$ cat src/rtl/sio_map.svh
// Register map, field positions and timing counts of the serial shift port
`ifndef SIO_MAP_SVH
`define SIO_MAP_SVH
// Register indices; byte address is four times the index
`define SIO_IDX_BUF0 12'hF90
`define SIO_IDX_BUF7 12'hF97
`define SIO_IDX_CTL1 12'hF98
`define SIO_IDX_CTL2 12'hF99
`define SIO_IDX_HI 13
`define SIO_IDX_LO 2
// Control word one fields
`define SIO_GO_BIT 7
`define SIO_ABORT_BIT 6
`define SIO_MODE_HI 5
`define SIO_MODE_LO 3
`define SIO_SCK_HI 2
`define SIO_SCK_LO 0
`define SIO_RX_BIT 2
`define SIO_NIB_BIT 1
`define SIO_CTL1_RST 8'h00
`define SIO_ABORT_MASK 8'hBF
// Control word two and status fields
`define SIO_CNT_HI 2
`define SIO_CNT_RST 3'h0
`define SIO_STAT_BUSY 7
`define SIO_STAT_SHIFT 6
// Clock select codes
`define SIO_SCK_EXT 3'h7
`define SIO_SCK_MAXINT 3'h5
// Half serial clock periods minus one, in system clocks
`define SIO_HALF_0 12'hFFF
`define SIO_HALF_1 12'h07F
`define SIO_HALF_2 12'h03F
`define SIO_HALF_3 12'h01F
`define SIO_HALF_4 12'h00F
`define SIO_HALF_5 12'h007
// Last bit index of a word
`define SIO_LAST4 3'h3
`define SIO_LAST8 3'h7
`define SIO_DUMMY 8'hFF
`define SIO_NIB_MASK 8'h0F
// Bus answers
`define SIO_RESP_OKAY 2'h0
`define SIO_RESP_SLVERR 2'h2
`define SIO_SYNC_RST 2'h3
`endif

$ cat src/rtl/sio_pkg.sv
// Types shared by the serial shift port and its pin synchroniser
package sio_pkg;
    typedef enum logic [1:0] {
        ST_IDLE = 2'b00,
        ST_RUN = 2'b01,
        ST_WAIT = 2'b10
    } state_type;

    typedef logic [7:0][7:0] buf_type;

    typedef struct packed {
        state_type state;
        logic [7:0] ctl;
        logic [2:0] cnt;
        logic busy;
        buf_type bufs;
        logic [7:0] sh;
        logic [2:0] bitc;
        logic [2:0] idx;
        logic [11:0] pre;
        logic sck;
        logic so;
        logic svc;
        logic full;
        logic dummy;
        logic irq;
        logic ext_prev;
        logic aw_v;
        logic [15:0] aw_a;
        logic w_v;
        logic [7:0] w_d;
        logic w_s;
        logic b_v;
        logic [1:0] b_r;
        logic r_v;
        logic [7:0] r_d;
        logic [1:0] r_r;
    } core_type;

    typedef struct packed {
        logic [1:0] f1;
        logic [1:0] f2;
        logic [1:0] f3;
        logic [1:0] lvl;
    } sync_type;
endpackage

$ cat src/rtl/sync_serial_shift_port.sv
// Clocked serial shift port with word buffers and an AXI4-Lite slave
`timescale 1ns/1ps
`default_nettype none
`include "sio_map.svh"
module sync_serial_shift_port (
    input wire logic sys_clk_i, // 200 MHz system clock
    input wire logic nrst_i, // Synchronous reset, active low
    input wire logic [15:0] s_axi_awaddr, // Write address
    input wire logic s_axi_awvalid, // Write address valid
    output logic s_axi_awready, // Write address ready
    input wire logic [31:0] s_axi_wdata, // Write data
    input wire logic [3:0] s_axi_wstrb, // Write strobes
    input wire logic s_axi_wvalid, // Write data valid
    output logic s_axi_wready, // Write data ready
    output logic [1:0] s_axi_bresp, // Write response
    output logic s_axi_bvalid, // Write response valid
    input wire logic s_axi_bready, // Write response ready
    input wire logic [15:0] s_axi_araddr, // Read address
    input wire logic s_axi_arvalid, // Read address valid
    output logic s_axi_arready, // Read address ready
    output logic [31:0] s_axi_rdata, // Read data
    output logic [1:0] s_axi_rresp, // Read response
    output logic s_axi_rvalid, // Read data valid
    input wire logic s_axi_rready, // Read data ready
    input wire logic sck_i, // Serial clock pin in
    output logic sck_o, // Serial clock pin out
    output logic sck_oe_o, // Serial clock pin drive enable
    input wire logic si_i, // Serial data in
    output logic so_o, // Serial data out
    output logic serial_done_interrupt_o // Burst done pulse
);
    sio_pkg::core_type st_r; // All state
    sio_pkg::core_type st_nxt; // Next state
    logic [1:0] lvl; // Filtered sck and si
    logic ext_clk; // External clock chosen
    logic int_clk; // Valid internal rate chosen
    logic is_rx; // Receive mode
    logic is_nib; // Four-bit words
    logic tick; // Prescaler half period reached
    logic fall_ev; // Leading edge
    logic rise_ev; // Trailing edge
    logic [11:0] half; // Half period minus one
    logic [2:0] last_bit; // Last bit index
    logic wr_go; // Bus write this cycle
    logic [11:0] wr_idx; // Write register index
    logic wr_ok; // Write address mapped
    logic rd_go; // Read accepted this cycle
    logic [11:0] rd_idx; // Read register index
    logic rd_ok; // Read address mapped
    logic [7:0] word; // Shift register after this rise, also the finished word

    // Pins come from outside the clock domain
    pin_sync u_sync (
        .sys_clk_i(sys_clk_i),
        .nrst_i(nrst_i),
        .pin_i({si_i, sck_i}),
        .lvl_o(lvl)
    );

    assign ext_clk = st_r.ctl[`SIO_SCK_HI:`SIO_SCK_LO] == `SIO_SCK_EXT;
    assign int_clk = st_r.ctl[`SIO_SCK_HI:`SIO_SCK_LO] <= `SIO_SCK_MAXINT;
    assign is_rx = st_r.ctl[`SIO_MODE_LO + `SIO_RX_BIT];
    assign is_nib = st_r.ctl[`SIO_MODE_LO + `SIO_NIB_BIT];
    assign last_bit = is_nib ? `SIO_LAST4 : `SIO_LAST8;

    // Rate table; code 110 gives no clock at all
    always_comb
    begin
        case (st_r.ctl[`SIO_SCK_HI:`SIO_SCK_LO])
            3'h0: half = `SIO_HALF_0;
            3'h1: half = `SIO_HALF_1;
            3'h2: half = `SIO_HALF_2;
            3'h3: half = `SIO_HALF_3;
            3'h4: half = `SIO_HALF_4;
            default: half = `SIO_HALF_5;
        endcase
    end

    assign tick = int_clk && st_r.state == sio_pkg::ST_RUN && st_r.pre == half;
    assign fall_ev = ext_clk ? (st_r.ext_prev && !lvl[0]) : (tick && st_r.sck);
    assign rise_ev = ext_clk ? (!st_r.ext_prev && lvl[0]) : (tick && !st_r.sck);

    // Bus decode: aligned word index, upper address bits zero
    assign wr_go = st_r.aw_v && st_r.w_v && !st_r.b_v;
    assign wr_idx = st_r.aw_a[`SIO_IDX_HI:`SIO_IDX_LO];
    assign wr_ok = st_r.aw_a[1:0] == 2'h0 && st_r.aw_a[15:14] == 2'h0 &&
        wr_idx >= `SIO_IDX_BUF0 && wr_idx <= `SIO_IDX_CTL2;
    assign rd_go = s_axi_arvalid && !st_r.r_v;
    assign rd_idx = s_axi_araddr[`SIO_IDX_HI:`SIO_IDX_LO];
    assign rd_ok = s_axi_araddr[1:0] == 2'h0 && s_axi_araddr[15:14] == 2'h0 &&
        rd_idx >= `SIO_IDX_BUF0 && rd_idx <= `SIO_IDX_CTL2;
    assign word = is_nib ? {4'h0, lvl[1], st_r.sh[3:1]} : {lvl[1], st_r.sh[7:1]};

    // Engine first, then bus effects, so software events win
    always_comb
    begin
        st_nxt = st_r;
        st_nxt.irq = 1'b0;
        st_nxt.ext_prev = lvl[0];
        if (st_r.state == sio_pkg::ST_RUN)
        begin
            // Prescaler only counts while shifting
            st_nxt.pre = tick ? 12'h000 : st_r.pre + 12'h001;
            if (tick)
            begin
                st_nxt.sck = !st_r.sck;
            end
            if (fall_ev)
            begin
                st_nxt.so = st_r.sh[0];
            end
            if (rise_ev)
            begin
                // Shift right so the first bit in ends up lowest
                st_nxt.sh = word;
                st_nxt.bitc = st_r.bitc + 3'h1;
                if (st_r.bitc == last_bit)
                begin
                    st_nxt.bitc = 3'h0;
                    st_nxt.sh = st_r.bufs[st_r.idx + 3'h1];
                    st_nxt.idx = st_r.idx + 3'h1;
                    if (is_rx && ext_clk && st_r.full && !st_r.svc)
                    begin
                        // Old burst unread: drop word, cancel
                        st_nxt.state = sio_pkg::ST_IDLE;
                        st_nxt.busy = 1'b0;
                    end
                    else if (is_rx)
                    begin
                        st_nxt.bufs[st_r.idx] = word;
                    end
                    if (st_r.dummy)
                    begin
                        st_nxt.state = sio_pkg::ST_IDLE;
                        st_nxt.busy = 1'b0;
                    end
                    else if (st_nxt.state == sio_pkg::ST_IDLE)
                    begin
                        st_nxt.busy = 1'b0;
                    end
                    else if (st_r.idx == st_r.cnt)
                    begin
                        // Burst complete
                        st_nxt.irq = 1'b1;
                        st_nxt.idx = 3'h0;
                        st_nxt.sh = st_r.bufs[0];
                        st_nxt.svc = 1'b0;
                        st_nxt.full = is_rx;
                        if (!st_r.ctl[`SIO_GO_BIT])
                        begin
                            st_nxt.state = sio_pkg::ST_IDLE;
                            st_nxt.busy = 1'b0;
                        end
                        else if (!ext_clk && !st_r.svc)
                        begin
                            st_nxt.state = sio_pkg::ST_WAIT;
                        end
                        else if (ext_clk && !is_rx && !st_r.svc)
                        begin
                            st_nxt.dummy = 1'b1;
                            st_nxt.sh = `SIO_DUMMY;
                        end
                    end
                    else if (is_rx && !st_r.ctl[`SIO_GO_BIT])
                    begin
                        // Word in progress already stored
                        st_nxt.state = sio_pkg::ST_IDLE;
                        st_nxt.busy = 1'b0;
                    end
                end
            end
        end
        else
        begin
            st_nxt.pre = 12'h000;
            st_nxt.sck = 1'b1;
        end
        // Bus write: either channel order, applied when both held
        if (s_axi_awvalid && !st_r.aw_v)
        begin
            st_nxt.aw_v = 1'b1;
            st_nxt.aw_a = s_axi_awaddr;
        end
        if (s_axi_wvalid && !st_r.w_v)
        begin
            st_nxt.w_v = 1'b1;
            st_nxt.w_d = s_axi_wdata[7:0];
            st_nxt.w_s = s_axi_wstrb[0];
        end
        if (wr_go)
        begin
            st_nxt.aw_v = 1'b0;
            st_nxt.w_v = 1'b0;
            st_nxt.b_v = 1'b1;
            st_nxt.b_r = wr_ok ? `SIO_RESP_OKAY : `SIO_RESP_SLVERR;
            if (wr_ok && st_r.w_s)
            begin
                if (wr_idx <= `SIO_IDX_BUF7)
                begin
                    // In transmit mode any buffer write counts, used or not
                    st_nxt.bufs[wr_idx[2:0]] = st_r.w_d;
                    st_nxt.svc = !is_rx;
                end
                else if (wr_idx == `SIO_IDX_CTL2)
                begin
                    st_nxt.cnt = st_r.w_d[`SIO_CNT_HI:0];
                end
                else
                begin
                    // Abort never stored: it clears itself
                    st_nxt.ctl = st_r.w_d & `SIO_ABORT_MASK;
                    if (st_r.w_d[`SIO_MODE_HI:`SIO_MODE_LO] !=
                        st_r.ctl[`SIO_MODE_HI:`SIO_MODE_LO])
                    begin
                        st_nxt.bufs = '0;
                    end
                    if (st_r.w_d[`SIO_ABORT_BIT])
                    begin
                        st_nxt.state = sio_pkg::ST_IDLE;
                        st_nxt.busy = 1'b0;
                        st_nxt.sck = 1'b1;
                    end
                    else if (st_r.w_d[`SIO_GO_BIT] && st_r.state == sio_pkg::ST_IDLE &&
                        (st_r.w_d[`SIO_SCK_HI:`SIO_SCK_LO] != 3'h6))
                    begin
                        // Start from the lowest buffer
                        st_nxt.state = sio_pkg::ST_RUN;
                        st_nxt.busy = 1'b1;
                        st_nxt.idx = 3'h0;
                        st_nxt.bitc = 3'h0;
                        st_nxt.sh = st_r.bufs[0];
                        st_nxt.svc = 1'b0;
                        st_nxt.full = 1'b0;
                        st_nxt.dummy = 1'b0;
                    end
                end
            end
        end
        if (st_r.b_v && s_axi_bready)
        begin
            st_nxt.b_v = 1'b0;
        end
        // Bus read; in receive mode any buffer read counts as service
        if (rd_go)
        begin
            st_nxt.r_v = 1'b1;
            st_nxt.r_r = rd_ok ? `SIO_RESP_OKAY : `SIO_RESP_SLVERR;
            st_nxt.r_d = 8'h00;
            if (rd_ok && rd_idx <= `SIO_IDX_BUF7)
            begin
                st_nxt.r_d = st_r.bufs[rd_idx[2:0]];
                st_nxt.svc = st_nxt.svc || is_rx;
            end
            else if (rd_ok && rd_idx == `SIO_IDX_CTL2)
            begin
                st_nxt.r_d[`SIO_STAT_BUSY] = st_r.busy;
                st_nxt.r_d[`SIO_STAT_SHIFT] = st_r.state == sio_pkg::ST_RUN;
            end
        end
        if (st_r.r_v && s_axi_rready)
        begin
            st_nxt.r_v = 1'b0;
        end
        // Wait ends on service or stop
        if (st_nxt.state == sio_pkg::ST_WAIT && st_r.state == sio_pkg::ST_WAIT)
        begin
            if (!st_nxt.ctl[`SIO_GO_BIT])
            begin
                st_nxt.state = sio_pkg::ST_IDLE;
                st_nxt.busy = 1'b0;
            end
            else if (st_nxt.svc)
            begin
                st_nxt.state = sio_pkg::ST_RUN;
                st_nxt.svc = 1'b0;
                st_nxt.sh = st_nxt.bufs[0];
            end
        end
    end

    // Single state register
    always_ff @(posedge sys_clk_i)
    begin
        if (!nrst_i)
        begin
            st_r <= '0;
            st_r.ctl <= `SIO_CTL1_RST;
            st_r.cnt <= `SIO_CNT_RST;
            st_r.sck <= 1'b1;
            st_r.so <= 1'b1;
            st_r.ext_prev <= 1'b1;
        end
        else
        begin
            st_r <= st_nxt;
        end
    end

    assign s_axi_awready = !st_r.aw_v;
    assign s_axi_wready = !st_r.w_v;
    assign s_axi_bvalid = st_r.b_v;
    assign s_axi_bresp = st_r.b_r;
    assign s_axi_arready = !st_r.r_v;
    assign s_axi_rvalid = st_r.r_v;
    assign s_axi_rresp = st_r.r_r;
    assign s_axi_rdata = {24'h000000, st_r.r_d};
    assign sck_o = st_r.sck;
    assign sck_oe_o = int_clk;
    assign so_o = st_r.so;
    assign serial_done_interrupt_o = st_r.irq;
endmodule
`default_nettype wire

$ cat src/rtl/pin_sync.sv
// Three-stage pin synchroniser with agreement filter
`timescale 1ns/1ps
`default_nettype none
`include "sio_map.svh"
module pin_sync (
    input wire logic sys_clk_i, // System clock
    input wire logic nrst_i, // Synchronous reset, active low
    input wire logic [1:0] pin_i, // Raw pins
    output logic [1:0] lvl_o // Filtered levels
);
    sio_pkg::sync_type st_r; // All state
    sio_pkg::sync_type st_nxt; // Next state

    // Level moves only once stages two and three agree
    always_comb
    begin
        st_nxt = st_r;
        st_nxt.f1 = pin_i;
        st_nxt.f2 = st_r.f1;
        st_nxt.f3 = st_r.f2;
        for (int i = 0; i < 2; i++)
        begin
            if (st_r.f2[i] == st_r.f3[i])
            begin
                st_nxt.lvl[i] = st_r.f2[i];
            end
        end
    end

    // Idle-high reset matches a quiet clock pin
    always_ff @(posedge sys_clk_i)
    begin
        if (!nrst_i)
        begin
            st_r <= {4{`SIO_SYNC_RST}};
        end
        else
        begin
            st_r <= st_nxt;
        end
    end

    assign lvl_o = st_r.lvl;
endmodule
`default_nettype wire

$ cat config.mk
export PLATFORM = sky130hd
export DESIGN_NAME = sync_serial_shift_port
export DESIGN_NICKNAME = d
export VERILOG_FILES = /design/src/rtl/sio_pkg.sv /design/src/rtl/sync_serial_shift_port.sv /design/src/rtl/pin_sync.sv
export VERILOG_INCLUDE_DIRS = /design/src /design/src/rtl
export SDC_FILE = /design/constraint.sdc
export NUM_CORES = 1
export LEC_CHECK = 0
export BUFFER_PORTS_ARGS = -buffer_cell sky130_fd_sc_hd__buf_2
export CELL_PAD_IN_SITES_DETAIL_PLACEMENT = 1
export CELL_PAD_IN_SITES_GLOBAL_PLACEMENT = 1
export CORE_UTILIZATION = 40
export DETAILED_ROUTE_END_ITERATION = 6
export PLACE_DENSITY_LB_ADDON = 0.1
export SLEW_MARGIN = 20
export SYNTH_ARGS = -nofsm -noshare
export SYNTH_HDL_FRONTEND = slang
export SYNTH_SLANG_ARGS = --single-unit
$ cat constraint.sdc
create_clock -name sys_clk_i -period 3.4 [get_ports sys_clk_i]
set_input_delay 0.68 -clock sys_clk_i [delete_from_list [all_inputs] [get_ports sys_clk_i]]
set_output_delay 0.68 -clock sys_clk_i [all_outputs]
set_load 0.005 [all_outputs]
### Yosys cells after proc, flatten, opt, wreduce, memory -nomap -nowiden

Index checks and enable logic that the tools add are counted.

| operators by class | value |
|---|---|
| add/subtract/negate cells | 3 |
| muxes and demuxes | 103 |
| reduce and logical (&&, ||, !) cells | 61 |
| $lt $le $gt $ge | 13 |
| eq/ne operators | 17 |
| bitwise gates (word level) | 6 |

Operators with widths:

| cell | count |
|---|---|
| 79-bit two-way mux | 4 |
| 64-bit two-way mux | 4 |
| 92-bit two-way mux | 2 |
| 64-bit bitwise mux | 2 |
| 8-bit two-way mux | 14 |
| 12-bit one-hot mux with 5 select lines | 1 |
| 14-bit two-way mux | 4 |
| 8-bit binary-select mux with 3-bit select | 2 |
| 8-bit demux with 3-bit select | 2 |
| 12-bit <= comparator (second input constant) | 4 |
| 2-bit two-way mux | 23 |
| 1-bit logical AND | 34 |
| 3-bit two-way mux | 10 |
| 1-bit two-way mux | 27 |
| 12-bit equality test (second input constant) | 2 |
| 12-bit >= comparator (second input constant) | 2 |
| 4-bit two-way mux | 6 |
| 3-bit by 4-bit < comparator with 1-bit output (second input constant) | 4 |
| 12-bit by 1-bit adder with 12-bit output (second input constant) | 1 |
| 12-bit equality test | 1 |
| 2-bit zero test | 6 |
| 1-bit zero test | 11 |
| 10-bit two-way mux | 1 |
| 4-bit AND reduction | 2 |
| 20 further kinds | 34 |

| storage, ports and cells | value |
|---|---|
| input bits | 77 |
| logic and storage cells | 242 |
| register bits after elaboration | 159 |
| output and inout bits | 45 |

### Logic depth before layout (Yosys ltp)

Gate-level depths: netlist of the first run.

| logic depth | value |
|---|---|
| word-level depth | 26 |
| gate-level depth with buffers | 15 |
| mapped depth without buffers | 12 |

### Hierarchy

A second synthesis of the first run with hierarchy kept.

| second synthesis, totals | value |
|---|---|
| cells, all modules | 1004 |
| area, all modules | 8730.9 µm² |

By module, submodules not included:

| module | seq. area each (µm²) | instances | cells an instance | area each (µm²) |
|---|---|---|---|---|
| sync_serial_shift_port | 2982.9 | 1 | 982 | 8490.6 |
| pin_sync | 160.2 | 1 | 22 | 240.2 |

### Worst setup path before layout of the first run

Ideal clock, no wire load.

| timing | value |
|---|---|
| kind | register -> register |
| from | reg st_r[55] (netlist bit) |
| to | reg st_r[67] (netlist bit) |
| data required time | 3.279 ns |
| period minus slack after synthesis | 3.257 ns |
| setup time | 0.121 ns |
| slack | 0.143 ns |
| arrival time | 3.136 ns |
| path buffers | 1 |
| cell stages (with the launch flop) | 12 |
| path through | dfxtp_1 > or4_1 > nor3_1 > a21oi_1 > a2111oi_0 > ha_1 > mux2i_4 > nor4_1 > nor4bb_1 > o2111ai_2 > buf_6 > mux2_4 |

| on the way | value |
|---|---|
| cells in the longest elaborated chain, start to end | 18 |
| elaborated cells on any way between the ends | 37 |
| those cells by class | eq/ne: 2; mux: 31; reduce/logical: 4 |

Ends and longest elaborated chain:

| element | RTL line | source |
|---|---|---|
| from (decl) | sync_serial_shift_port.sv:32 | `sio_pkg::core_type st_r;` |
| from (signal assigned) | sync_serial_shift_port.sv:295 | `st_r <= st_nxt;` |
| 12-bit equality test (*) | sync_serial_shift_port.sv:79 | `assign tick = int_clk && st_r.state == sio_pkg::ST_RUN && st_r.pre == half;` |
| 1-bit logical AND (*) | sync_serial_shift_port.sv:79 |  |
| 1-bit logical AND (*) | sync_serial_shift_port.sv:81 | `assign rise_ev = ext_clk ? (!st_r.ext_prev && lvl[0]) : (tick && !st_r.sck);` |
| 1-bit two-way mux (*) | sync_serial_shift_port.sv:81 |  |
| 4-bit two-way mux | sync_serial_shift_port.sv:112 | `if (rise_ev)` |
| 4-bit two-way mux | sync_serial_shift_port.sv:100 | `if (st_r.state == sio_pkg::ST_RUN)` |
| 3-bit two-way mux | sync_serial_shift_port.sv:223 | `` else if (st_r.w_d[`SIO_GO_BIT] && st_r.state == sio_pkg::ST_IDLE && `` |
| 3-bit two-way mux | sync_serial_shift_port.sv:217 | `` if (st_r.w_d[`SIO_ABORT_BIT]) `` |
| [2 not listed] | -- |  |
| 3-bit two-way mux | sync_serial_shift_port.sv:196 | `if (wr_ok && st_r.w_s)` |
| 3-bit two-way mux | sync_serial_shift_port.sv:190 | `if (wr_go)` |
| 1-bit logical OR | sync_serial_shift_port.sv:252 | `st_nxt.svc = st_nxt.svc \|\| is_rx;` |
| 1-bit two-way mux | sync_serial_shift_port.sv:249 | `` if (rd_ok && rd_idx <= `SIO_IDX_BUF7) `` |
| 1-bit two-way mux | sync_serial_shift_port.sv:244 | `if (rd_go)` |
| 8-bit two-way mux | sync_serial_shift_port.sv:272 | `else if (st_nxt.svc)` |
| 8-bit two-way mux | sync_serial_shift_port.sv:267 | `` if (!st_nxt.ctl[`SIO_GO_BIT]) `` |
| 8-bit two-way mux (*) | sync_serial_shift_port.sv:265 | `if (st_nxt.state == sio_pkg::ST_WAIT && st_r.state == sio_pkg::ST_WAIT)` |

Every way passes the cells marked *; elsewhere a longest branch is shown, timed or not.
A chain may end at the register's enable or synchronous reset.

### Final worst setup path of the first run

| timing | value |
|---|---|
| from | reg st_r[55] (netlist bit) |
| to | reg st_r[135] (netlist bit) |

| on the way | value |
|---|---|
| cells in the longest elaborated chain, start to end | 11 |
| elaborated cells on any way between the ends | 12 |
| those cells by class | eq/ne: 1; mux: 9; reduce/logical: 2 |

Ends and longest elaborated chain:

| element | RTL line | source |
|---|---|---|
| 12-bit equality test (*) | sync_serial_shift_port.sv:79 |  |
| 1-bit logical AND (*) | sync_serial_shift_port.sv:79 |  |
| 1-bit logical AND (*) | sync_serial_shift_port.sv:81 |  |
| 1-bit two-way mux (*) | sync_serial_shift_port.sv:81 |  |
| 79-bit two-way mux (*) | sync_serial_shift_port.sv:112 |  |
| 79-bit two-way mux (*) | sync_serial_shift_port.sv:100 |  |
| 64-bit two-way mux | sync_serial_shift_port.sv:212 | `` if (st_r.w_d[`SIO_MODE_HI:`SIO_MODE_LO] != `` |
| 79-bit two-way mux | sync_serial_shift_port.sv:204 | `` else if (wr_idx == `SIO_IDX_CTL2) `` |
| 64-bit two-way mux | sync_serial_shift_port.sv:198 | `` if (wr_idx <= `SIO_IDX_BUF7) `` |
| 92-bit two-way mux | sync_serial_shift_port.sv:196 |  |
| 92-bit two-way mux (*) | sync_serial_shift_port.sv:190 |  |

Marked as above.

==> reports/qor.yml, run 1 <==
status:
  run_status: "finished clean"
setup_path:
  worst_reg2reg_startpoint: "st_r[55]"
  path_cells: "or4_1, nor3_1, a21oi_1, a2111oi_2, buf_4, ha_1, mux2i_4, buf_4, nor2_2, nand4_1, buf_4, nor2_2, buf_12, mux2i_1, o22ai_1"
  slowest_stage: "sky130_fd_sc_hd__or4_1"
  crit_path_max_fanout: 8
  rr_worst_depth: 15
  max_stage_delay_ns: 0.51
  cp_data_required_time_ns: 3.68
  reg2reg_to: "st_r[135]"
  critPathMostFrequentCell: "sky130_fd_sc_hd__buf_4"
  cp-startpoint: "st_r[55]"
  worst_setup_path_endpoint: "st_r[135]"
  worst-setup-path-type: "flop to flop"
  worst-endpoint-arrival_ns: 3.49
  worst_setup_sp_type: "flop"
  crit_path_end_kind: "flop"
  timing.reg2reg.setup_slack_ns: 0.19
route:
  wl_final_um: 25310
  firstDrtPassIters: 5
  post_drt_wl_per_cell_um: 19.94
  post_drt_via_cell_ratio: 5.595
  drt_drc_violations_left: 0
  vias: 7100
  detail-route-antenna-nets: 0
  detailed_route_iter0_violations: 434
floorplan:
  die_height_um: 147.1
  num_io_pins: 122
  coreArea_mm2: 0.02043
  die_width_um: 147.1
  die-area_mm2: 0.02163
  initial_core_utilization_pct: 41.21
  num_rows: 52
final_layout:
  final_area_mm2: 0.009724
  synthToLayoutAreaGrowth_pct: 15.52
  antenna_cells_inserted: 0
  fill_cells: 2391
  final_layout_size_suffix_gt1_share_pct: 21.62
  nNetsFinal: 1069
clock_network:
  worst_skew_pair_latency_ns: 0.43
  cts_htree_levels: 4
  cts.hold.buffers_added: 0
  cts.reportedPaths.clkPinSlew_ns: 0.07
  cts_inserted_buffers: 17
  tritoncts: "done"
  max-clock-path-buffers: 2
  clk_root_buffer_cell: "sky130_fd_sc_hd__clkbuf_16"
  cts_num_sinks: 157
pwr:
  static-leakage-power_nw: 3.421
  power.density_cell_area_mw_per_mm2: 421.1
  power.ir.vdd_worst_mv: 0.2634
global_routing:
  grt_pass1_vias: 7244
  gr-total-overflow: 0
  grt_pass1_wl_um: 40570
  number_of_antenna_violations_at_the_first_check_in_global_routing: 0
  grt_start_max_net_pins: 52
  grt_util_all_layers_pct: 24.23
sta:
  whs_ns: 0.4242
  timing.final.setup_violations: 0
  finClkSkew_ns: 0.01213
  max-slew-margin-rel_pct: 44.19
  worstMarginPinSlew_ns: 0.8354
  timing.final.crit_share_pct: 94.35
  setup_ws_ns: 0.1921
  max_freq_ghz: 0.3117
  timing_hold_violations_final: 0
  min_period_ns: 3.208
  timing.final.max_slew_violations: 0
placed_design:
  dp_slack_ns: -0.05707
  placed_cell_area_mm2: 0.009061
  dpl.hpwl_um: 18320
  io_buffers: 68
  gp_routability_congestion: 0.8073
synthesis:
  synth-seq-cells: 157
  postSynth.asyncResetShare_pct: 0
  mappedNetlistArea_mm2: 0.008418
  synth-warning-count: 0
  synth_edf_count: 0
  yosys_most_used_dff: "sky130_fd_sc_hd__dfxtp_1"
  synthesis.instances: 924
  ys_seq_area_share_pct: 37.34
  synth.lib_cells_used.distinct: 71
  syn_area_per_cell_um2: 9.110
flow_run:
  max_cap_viol_count: 0
hold_path:
  worst_hold_path_type: "flop to flop"
-- cells by family after synthesis --
family,count (synthesis),share of synthesized area [%]
mux,117,19.03
other cells,1,0.04455
xor+xnor,19,1.977
flops,157,37.34
fa+ha+maj,5,0.7432
simple gates,303,17.79
buf+inv,113,7.194
compound gates,209,15.89
-- synth_stat cells (4+ instances only) --
cell	n	area (µm²)
sky130_fd_sc_hd__a21oi_1	66	330.3
sky130_fd_sc_hd__a221oi_1	4	35.03
sky130_fd_sc_hd__a22oi_1	7	52.55
sky130_fd_sc_hd__a31oi_1	10	62.56
sky130_fd_sc_hd__and2_1	4	25.02
sky130_fd_sc_hd__and3_1	7	43.79
sky130_fd_sc_hd__buf_1	4	15.01
sky130_fd_sc_hd__buf_2	15	75.07
sky130_fd_sc_hd__buf_4	37	277.8
sky130_fd_sc_hd__clkbuf_1	30	112.6
sky130_fd_sc_hd__dfxtp_1	157	3143
sky130_fd_sc_hd__ha_1	5	62.56
sky130_fd_sc_hd__inv_1	22	82.58
sky130_fd_sc_hd__mux2_2	9	101.4
sky130_fd_sc_hd__mux2_4	6	90.09
sky130_fd_sc_hd__mux2i_1	70	700.7
sky130_fd_sc_hd__mux4_2	30	675.7
sky130_fd_sc_hd__nand2_1	116	435.4
sky130_fd_sc_hd__nand2b_1	11	68.82
sky130_fd_sc_hd__nand3_1	17	85.08
sky130_fd_sc_hd__nand3b_1	8	60.06
sky130_fd_sc_hd__nand4_1	6	37.54
sky130_fd_sc_hd__nor2_1	62	232.7
sky130_fd_sc_hd__nor2_2	8	50.05
sky130_fd_sc_hd__nor2b_1	10	62.56
sky130_fd_sc_hd__nor3_1	21	105.1
sky130_fd_sc_hd__o211ai_1	7	52.55
sky130_fd_sc_hd__o21ai_0	22	110.1
sky130_fd_sc_hd__o21ai_2	8	70.07
sky130_fd_sc_hd__o22ai_1	61	381.6
sky130_fd_sc_hd__o2bb2ai_1	4	35.03
sky130_fd_sc_hd__or3_1	4	25.02
sky130_fd_sc_hd__xnor2_1	12	105.1
sky130_fd_sc_hd__xor2_1	7	61.31
-- sequential cells by signal (all words and copies together) (netlist names), 2 cells and up --
signal and flops:
st_r 132, s_axi_rdata 8, u_sync.st_nxt 4, u_sync.lvl_o 2
u_sync.st_r 2
-- area by class of cell --
cell class,instances,area [µm²],share of cell area [%]
Clock buffer,22,464.2,4.774
Clock inverter,9,135.1,1.390
Inverter,23,86.33,0.8878
Multi-Input combinational cell,679,4798,49.34
Sequential cell,157,3144,32.33
Tap cell,270,337.8,3.474
Timing Repair Buffer,109,758.2,7.797
-- cell usage in the layout, fill, tap and decap left out, types with 10 or more instances in the layout --
master                      instances
sky130_fd_sc_hd__mux2i_1           70
sky130_fd_sc_hd__dfxtp_1          156
sky130_fd_sc_hd__inv_1             22
sky130_fd_sc_hd__nand3_1           17
sky130_fd_sc_hd__buf_2             69
sky130_fd_sc_hd__mux4_2            30
sky130_fd_sc_hd__nor3_1            20
sky130_fd_sc_hd__a31oi_1           10
sky130_fd_sc_hd__conb_1            26
sky130_fd_sc_hd__nand2b_1          11
sky130_fd_sc_hd__nor2_1            62
sky130_fd_sc_hd__xnor2_1           12
sky130_fd_sc_hd__o22ai_1           61
sky130_fd_sc_hd__clkbuf_16         17
sky130_fd_sc_hd__a21oi_1           66
sky130_fd_sc_hd__nand2_1          116
sky130_fd_sc_hd__buf_4             31
sky130_fd_sc_hd__o21ai_0           22
-- critical path, delay by kind of cell (launching register included) --
family / cells / cell delay, ns
buffers and inverters: 4 / 0.70
muxes: 2 / 0.32
adders and majority gates: 1 / 0.18
DFF: 1 / 0.31
AOI/OAI and AO/OA: 3 / 0.49
and+or+nand+nor: 5 / 1.06
-- metrics by stage --
step	total power (W)	instances	TNS, ns	util, %
detailed placement	0.002148	1234	-0.3330	44.35
CTS	0.004131	1267	0	47.43
global placement	0.002145	1234	0	44.35
finish	0.004094	1269	0	47.60
global route	0.004245	1269	-0.01416	47.60
floorplan	0.002088	949	0	-
-- metal layers --
metal	vias up	GRT usage [%]	wire (µm)
met2	148	39.39	11940
met5	-	0	0
li1	3424	-	-
met3	24	3.851	903
met1	3504	33.39	12180
met4	0	6.237	280
-- power by group --
group	total, W	internal [W]	switching, W
Clock	0.00199	0.00119	0.000795
Combinational	0.000209	0.0000736	0.000135
Sequential	0.00190	0.00187	0.0000305
-- repair_timing --
action	CTS	global route
setup buffers	2	1
pin swaps	1	2
gates cloned	0	1
gates resized for setup	2	6
endpoints found under the setup margin	8	67
-- worst min path at each step --
stage,start,endpoint,slack (ns),depth (start not counted)
floorplan,u_sync.st_nxt[4],u_sync.st_nxt[2],0.39,1
global placement,u_sync.st_nxt[4],u_sync.st_nxt[2],0.39,1
detailed placement,u_sync.st_nxt[4],u_sync.st_nxt[2],0.41,1
CTS,s_axi_rready,s_axi_rvalid,0.42,2
global route,s_axi_rready,s_axi_rvalid,0.42,2
finish,u_sync.st_nxt[5],u_sync.st_nxt[3],0.42,1
Power figures use the tool's default switching activity.
==> run 2, diff against run 1 <==
==> constraint.sdc (replaced) <==
create_clock -name sys_clk_i -period 3.4 [get_ports sys_clk_i]
set_input_delay 0.51 -clock sys_clk_i [delete_from_list [all_inputs] [get_ports sys_clk_i]]
set_output_delay 0.51 -clock sys_clk_i [all_outputs]
set_load 0.005 [all_outputs]
==> run 2 against run 1 <==
Effect of this change: flip-flop and latch count unchanged; global-route usage is 0.26 points higher; non-clock buffer count is 1 higher; worst setup slack got worse by 0.0037 ns; largest cell class unchanged.
==> reports/qor.yml, run 2 (synthesis gave the netlist of run 1 again) <==
final_layout:
  nNetsFinal: 1070  # was 1,069
  max_ffs_per_register: 132  # unchanged
  most-common-layout-cells: "157 x sky130_fd_sc_hd__dfxtp_1, 116 x sky130_fd_sc_hd__nand2_1, 70 x sky130_fd_sc_hd__mux2i_1"  # was 156 x sky130_fd_sc_hd__dfxtp_1, 116 x sky130_fd_sc_hd__nand2_1, 70 x sky130_fd_sc_hd__mux2i_1
  final_layout_size_suffix_gt1_share_pct: 21.98  # was 21.62%
  mostFrequentLayoutCell: "sky130_fd_sc_hd__dfxtp_1"  # unchanged
  final_instance_count_excl_fillers: 1271  # was 1,269
  synthToLayoutAreaGrowth_pct: 16.17  # was 15.52%
  regMostFlops: "st_r"  # unchanged
  antenna_cells_inserted: 0  # unchanged
  final_area_mm2: 0.009779  # was 0.009724 mm²
floorplan:
  initial_core_utilization_pct: 41.21  # unchanged
  die_height_um: 147.1  # unchanged
  num_io_pins: 122  # unchanged
  num_rows: 52  # unchanged
  die_width_um: 147.1  # unchanged
  coreArea_mm2: 0.02043  # unchanged
  die-area_mm2: 0.02163  # unchanged
placed_design:
  io_buffers: 68  # unchanged
  dpl.cell_count: 1235  # was 1,234
  dpl.hpwl_um: 18430  # was 18,320 µm
  placed_cell_area_mm2: 0.009081  # was 0.009061 mm²
  gp_routability_congestion: 0.7997  # was 0.8073
  dp_slack_ns: 0.01392  # was -0.05707 ns
global_routing:
  gr-total-overflow: 0  # unchanged
  grt_pass1_wl_um: 41080  # was 40,570 µm
  grt_util_all_layers_pct: 24.49  # was 24.23%
  number_of_antenna_violations_at_the_first_check_in_global_routing: 0  # unchanged
  grt_pass1_vias: 7283  # was 7,244
  grt_start_max_net_pins: 52  # unchanged
sta:
  timing.final.crit_share_pct: 94.46  # was 94.35%
  setup_ws_ns: 0.1884  # was 0.1921 ns
  max-slew-margin-rel_pct: 39.56  # was 44.19%
  timing.final.max_slew_violations: 0  # unchanged
  max_freq_ghz: 0.3114  # was 0.3117 GHz
  finClkSkew_ns: 0.01405  # was 0.01213 ns
  min_period_ns: 3.212  # was 3.208 ns
  timing_hold_violations_final: 0  # unchanged
  worstMarginPinSlew_ns: 0.9047  # was 0.8354 ns
  timing.final.setup_violations: 0  # unchanged
pwr:
  power.ir.vdd_worst_mv: 0.2949  # was 0.2634 mV
  power.density_cell_area_mw_per_mm2: 426.0  # was 421.1 mW/mm²
  design_power_total_w: 0.004166  # was 0.004094 W
  static-leakage-power_nw: 3.451  # was 3.421 nW
setup_path:
  cp_data_required_time_ns: 3.72  # was 3.68 ns
  worst_reg2reg_startpoint: "st_r[55]"  # unchanged
  worst-endpoint-arrival_ns: 3.53  # was 3.49 ns
  worst_setup_sp_type: "flop"  # unchanged
  rr_worst_depth: 13  # was 15
  crit_path_max_fanout: 6  # was 8
  timing.reg2reg.setup_slack_ns: 0.19  # about the same
  worst-setup-path-type: "flop to flop"  # unchanged
  crit_path_end_kind: "flop"  # unchanged
  reg2reg_to: "st_r[67]"  # was st_r[135]
hold_path:
  hold_path_startpoint: "s_axi_rready"  # was u_sync.st_nxt[5]
  worst_hold_path_type: "primary input to flop"  # was flop to flop
  hold_end: "s_axi_rvalid"  # was u_sync.st_nxt[3]
  min_delay_path_depth: 2  # was 1
clock_network:
  cts.hold.buffers_added: 0  # unchanged
  clk_root_buffer_cell: "sky130_fd_sc_hd__clkbuf_16"  # unchanged
  tritoncts: "done"  # unchanged
  cts.reportedPaths.clkPinSlew_ns: 0.07  # about the same
  worst_skew_pair_latency_ns: 0.44  # was 0.43 ns
  cts_htree_levels: 4  # unchanged
  cts_inserted_buffers: 17  # unchanged
  max-clock-path-buffers: 2  # unchanged
  cts_num_sinks: 157  # unchanged
route:
  post_drt_via_cell_ratio: 5.724  # was 5.595
  post_drt_wl_per_cell_um: 20.05  # was 19.94 µm
  detailed_route_iter0_violations: 370  # was 434
  wl_final_um: 25480  # was 25,310 µm
  drt_drc_violations_left: 0  # unchanged
  vias: 7275  # was 7,100
  detail-route-antenna-nets: 0  # unchanged
  firstDrtPassIters: 7  # was 5
flow_run:
  max_cap_viol_count: 0  # unchanged
status:
  run_status: "finished clean"  # unchanged
run 2: timing repair:
item / 4_1_cts / 5_1_grt
setup endpoints to repair: 6 / 64
gates cloned: 0 / 1
pin swaps: 0 / 2
buffers inserted: 0 / 3
gates resized for setup: 1 / 5
run 2: critical path: stages, from the launching register on:
cell	delay (ns)
sky130_fd_sc_hd__dfxtp_1	0.31
sky130_fd_sc_hd__or4_1	0.51
sky130_fd_sc_hd__nor3_1	0.14
sky130_fd_sc_hd__a21oi_1	0.08
sky130_fd_sc_hd__a2111oi_2	0.29
sky130_fd_sc_hd__buf_4	0.17
sky130_fd_sc_hd__ha_1	0.18
sky130_fd_sc_hd__mux2i_4	0.09
sky130_fd_sc_hd__buf_4	0.18
sky130_fd_sc_hd__nor3_4	0.27
sky130_fd_sc_hd__buf_4	0.24
sky130_fd_sc_hd__mux2i_1	0.21
sky130_fd_sc_hd__o22ai_1	0.12
sky130_fd_sc_hd__mux2_4	0.30
run 2: worst max path at each step:
stage	from	endpoint	slack, ns	cells past startpoint
3_5_place_dp	st_r[55]	st_r[67]	0.01	12
4_1_cts	st_r[55]	st_r[67]	0.06	12
3_3_place_gp	st_r[55]	st_r[70]	0.03	12
6_report	st_r[55]	st_r[67]	0.19	13
2_1_floorplan	st_r[55]	st_r[67]	0.14	11
5_1_grt	st_r[55]	st_r[72]	-0.02	12
run 2: metal layers:
layer  wire (µm)  GRT usage [%]
met3        1137          4.224
met5           0              0
met1       12090          34.26
met4         434          7.268
met2       11820          38.51
run 2: metrics by stage:
| stage | setup TNS [ns] | hold WS (ns) | utilization, % |
|---|---|---|---|
| after floorplan | 0 | 0.3863 | - |
| after global placement | 0 | 0.4029 | 44.45 |
| after detailed placement | 0 | 0.3976 | 44.45 |
| after CTS | 0 | 0.2402 | 47.56 |
| after global routing | -0.1510 | 0.2518 | 47.87 |
| final | 0 | 0.2571 | 47.87 |
run 2: report_power, final:
group	internal (W)	switching, W	leakage, nW
registers	0.00187	0.0000298	1.27
logic	0.0000744	0.000136	1.88
clock network	0.00121	0.000847	0.304
total	0.00315	0.00101	3.45
run 2: cell type report:
cell class              instances  area (µm²)
clock inverters                13       176.4
well taps                     270       337.8
clock buffers                  19       452.9
multi-input cells             679        4798
flip-flops and latches        157        3143
fillers                      2355       10650
repair buffers                110       784.5
inverters                      23       86.33
==> run 3, diff against run 2 <==
Settings changed: CTS_BUF_LIST from default to sky130_fd_sc_hd__clkbuf_16.
==> run 3 against run 2 <==
Effect of this change: hold slack got worse by 0.0058 ns; power fell by 1.1%; global-route usage about the same; critical endpoint is now st_r[73].
==> reports/qor.yml, run 3 (synthesis gave the netlist of run 1 again) <==
setup_path:
  timing.reg2reg.setup_slack_ns: 0.19  # about the same
  worst_setup_sp_type: "flop"  # unchanged
  worst-endpoint-arrival_ns: 3.54  # was 3.53 ns
  critPathMostFrequentCell: "sky130_fd_sc_hd__buf_4"  # unchanged
  worst_reg2reg_startpoint: "st_r[55]"  # unchanged
  crit_path_max_fanout: 6  # unchanged
  worst_setup_path_endpoint: "st_r[73]"  # was st_r[67]
  crit_path_end_kind: "flop"  # unchanged
  path_cells: "or4_1, nor3_1, a21oi_1, a2111oi_2, buf_4, ha_1, mux2i_4, buf_4, nor3_4, buf_4, mux2i_1, o22ai_1, o221a_2"  # was or4_1, nor3_1, a21oi_1, a2111oi_2, buf_4, ha_1, mux2i_4, buf_4, nor3_4, buf_4, mux2i_1, o22ai_1, mux2_4
  cp_data_required_time_ns: 3.73  # was 3.72 ns
  slowest_stage: "sky130_fd_sc_hd__or4_1"  # unchanged
  rr_worst_depth: 13  # unchanged
  worst-setup-path-type: "flop to flop"  # unchanged
  cp-startpoint: "st_r[55]"  # unchanged
  reg2reg_to: "st_r[73]"  # was st_r[67]
  max_stage_delay_ns: 0.51  # about the same
global_routing:
  grt_pass1_wl_um: 41030  # was 41,080 µm
  grt_start_max_net_pins: 52  # unchanged
  grt_util_all_layers_pct: 24.51  # was 24.49%
  gr-total-overflow: 0  # unchanged
  number_of_antenna_violations_at_the_first_check_in_global_routing: 0  # unchanged
  grt_pass1_vias: 7264  # was 7,283
sta:
  worstMarginPinSlew_ns: 0.9143  # was 0.9047 ns
  timing.final.max_slew_violations: 0  # unchanged
  min_period_ns: 3.209  # was 3.212 ns
  timing.final.setup_violations: 0  # unchanged
  timing.final.crit_share_pct: 94.37  # was 94.46%
  max-slew-margin-rel_pct: 38.92  # was 39.56%
  finClkSkew_ns: 0.01320  # was 0.01405 ns
  max_freq_ghz: 0.3117  # was 0.3114 GHz
  tns_ns: 0  # unchanged
  timing_hold_violations_final: 0  # unchanged
clock_network:
  cts.reportedPaths.clkPinSlew_ns: 0.07  # about the same
  tritoncts: "done"  # unchanged
  cts_inserted_buffers: 17  # unchanged
  clk_root_buffer_cell: "sky130_fd_sc_hd__clkbuf_16"  # unchanged
  cts_htree_levels: 4  # unchanged
  max-clock-path-buffers: 2  # unchanged
  cts_num_sinks: 157  # unchanged
  worst_skew_pair_latency_ns: 0.44  # about the same
final_layout:
  max_ffs_per_register: 132  # unchanged
  nNetsFinal: 1070  # unchanged
  final_area_mm2: 0.009759  # was 0.009779 mm²
  antenna_cells_inserted: 0  # unchanged
  synthToLayoutAreaGrowth_pct: 15.93  # was 16.17%
  final_layout_size_suffix_gt1_share_pct: 21.78  # was 21.98%
  most-common-layout-cells: "157 x sky130_fd_sc_hd__dfxtp_1, 116 x sky130_fd_sc_hd__nand2_1, 70 x sky130_fd_sc_hd__mux2i_1"  # unchanged
  regMostFlops: "st_r"  # unchanged
  fill_cells: 2369  # was 2,355
  mostFrequentLayoutCell: "sky130_fd_sc_hd__dfxtp_1"  # unchanged
route:
  wl_final_um: 25320  # was 25,480 µm
  detailed_route_iter0_violations: 408  # was 370
  firstDrtPassIters: 5  # was 7
  detail-route-antenna-nets: 0  # unchanged
  vias: 7202  # was 7,275
  post_drt_via_cell_ratio: 5.666  # was 5.724
  drt_drc_violations_left: 0  # unchanged
  post_drt_wl_per_cell_um: 19.92  # was 20.05 µm
placed_design:
  placed_cell_area_mm2: 0.009081  # unchanged
  gp_routability_congestion: 0.7997  # unchanged
  dpl.hpwl_um: 18430  # unchanged
  io_buffers: 68  # unchanged
pwr:
  power.ir.vdd_worst_mv: 0.2747  # was 0.2949 mV
  power.switching_fraction_pct: 24.56  # was 24.33%
  p_comb_share_pct: 5.1  # about the same
  power.clock.fraction_pct: 48.9  # was 49.4%
  static-leakage-power_nw: 3.439  # was 3.451 nW
  p_sw_w: 0.001011  # was 0.001014 W
  power.density_cell_area_mw_per_mm2: 422.0  # was 426.0 mW/mm²
  intPower_w: 0.003107  # was 0.003153 W
  share_seq_of_total_power_pct: 46.0  # was 45.5%
floorplan:
  die_width_um: 147.1  # unchanged
  initial_core_utilization_pct: 41.21  # unchanged
  num_io_pins: 122  # unchanged
  die_height_um: 147.1  # unchanged
  num_rows: 52  # unchanged
  coreArea_mm2: 0.02043  # unchanged
  die-area_mm2: 0.02163  # unchanged
flow_run:
  max_cap_viol_count: 0  # unchanged
hold_path:
  worst_hold_path_type: "primary input to flop"  # unchanged
status:
  run_status: "finished clean"  # unchanged
## run 3: routing by layer
layer  routed length (µm)  track usage (%)
met5                    0                0
met1                12100            34.36
met2                11730            38.25
met4                  399            7.577
met3                 1096            4.317
## run 3: repair_timing
item                                    CTS  global route
gates resized for setup                   1             5
cloned                                    0             1
hold buffers                              0             0
endpoints found under the setup margin    6            64
buffers inserted                          0             3
hold endpoints to repair                  0             0
pin swaps                                 0             2
## run 3: layout make-up
type | instances | area, µm² | share of cell area, %
tap | 270 | 337.8 | 3.462
inverter | 23 | 86.33 | 0.8846
timing repair buffer | 110 | 784.5 | 8.038
sequential | 157 | 3143 | 32.21
clock inverter | 15 | 183.9 | 1.885
clock buffer | 17 | 425.4 | 4.359
multi-input combinational | 679 | 4798 | 49.17
## run 3: worst max-delay path: cells and delay by family (launching register included)
family	cells	cell delay [ns]
AO/OA/AOI/OAI	4	0.78
buffers and inverters	3	0.59
adder cells (fa/ha/maj)	1	0.18
AND/OR/NAND/NOR	3	0.91
flip-flops	1	0.31
multiplexers	2	0.31
## run 3: stage by stage
step	setup WS, ns	total power (W)	utilization, %	instances	hold WS [ns]
global placement	0.03157	0.002146	44.45	1235	0.4029
finish	0.1913	0.004118	47.77	1271	0.2513
global route	-0.02338	0.004272	47.77	1271	0.2476
floorplan	0.1430	0.002088	-	949	0.3863
CTS	0.05591	0.004164	47.46	1267	0.2352
detailed placement	0.01392	0.002150	44.45	1235	0.3976
## run 3: power groups by stage
stage	sequential, W	combinational (W)	clock, W
2_1_floorplan	0.00192	0.000164	0
3_3_place_gp	0.00194	0.000209	0
3_5_place_dp	0.00194	0.000212	0
4_1_cts	0.00190	0.000212	0.00206
5_1_grt	0.00190	0.000236	0.00214
6_report	0.00190	0.000210	0.00201
## run 3: worst min-delay path by stage
stage	endpoint	startpoint	cells after the start	slack (ns)
6_report	s_axi_rvalid	s_axi_rready	2	0.25
3_5_place_dp	u_sync.st_nxt[3]	u_sync.st_nxt[5]	1	0.40
3_3_place_gp	u_sync.st_nxt[2]	u_sync.st_nxt[4]	1	0.40
5_1_grt	s_axi_rvalid	s_axi_rready	2	0.25
2_1_floorplan	u_sync.st_nxt[2]	u_sync.st_nxt[4]	1	0.39
4_1_cts	s_axi_rvalid	s_axi_rready	2	0.24
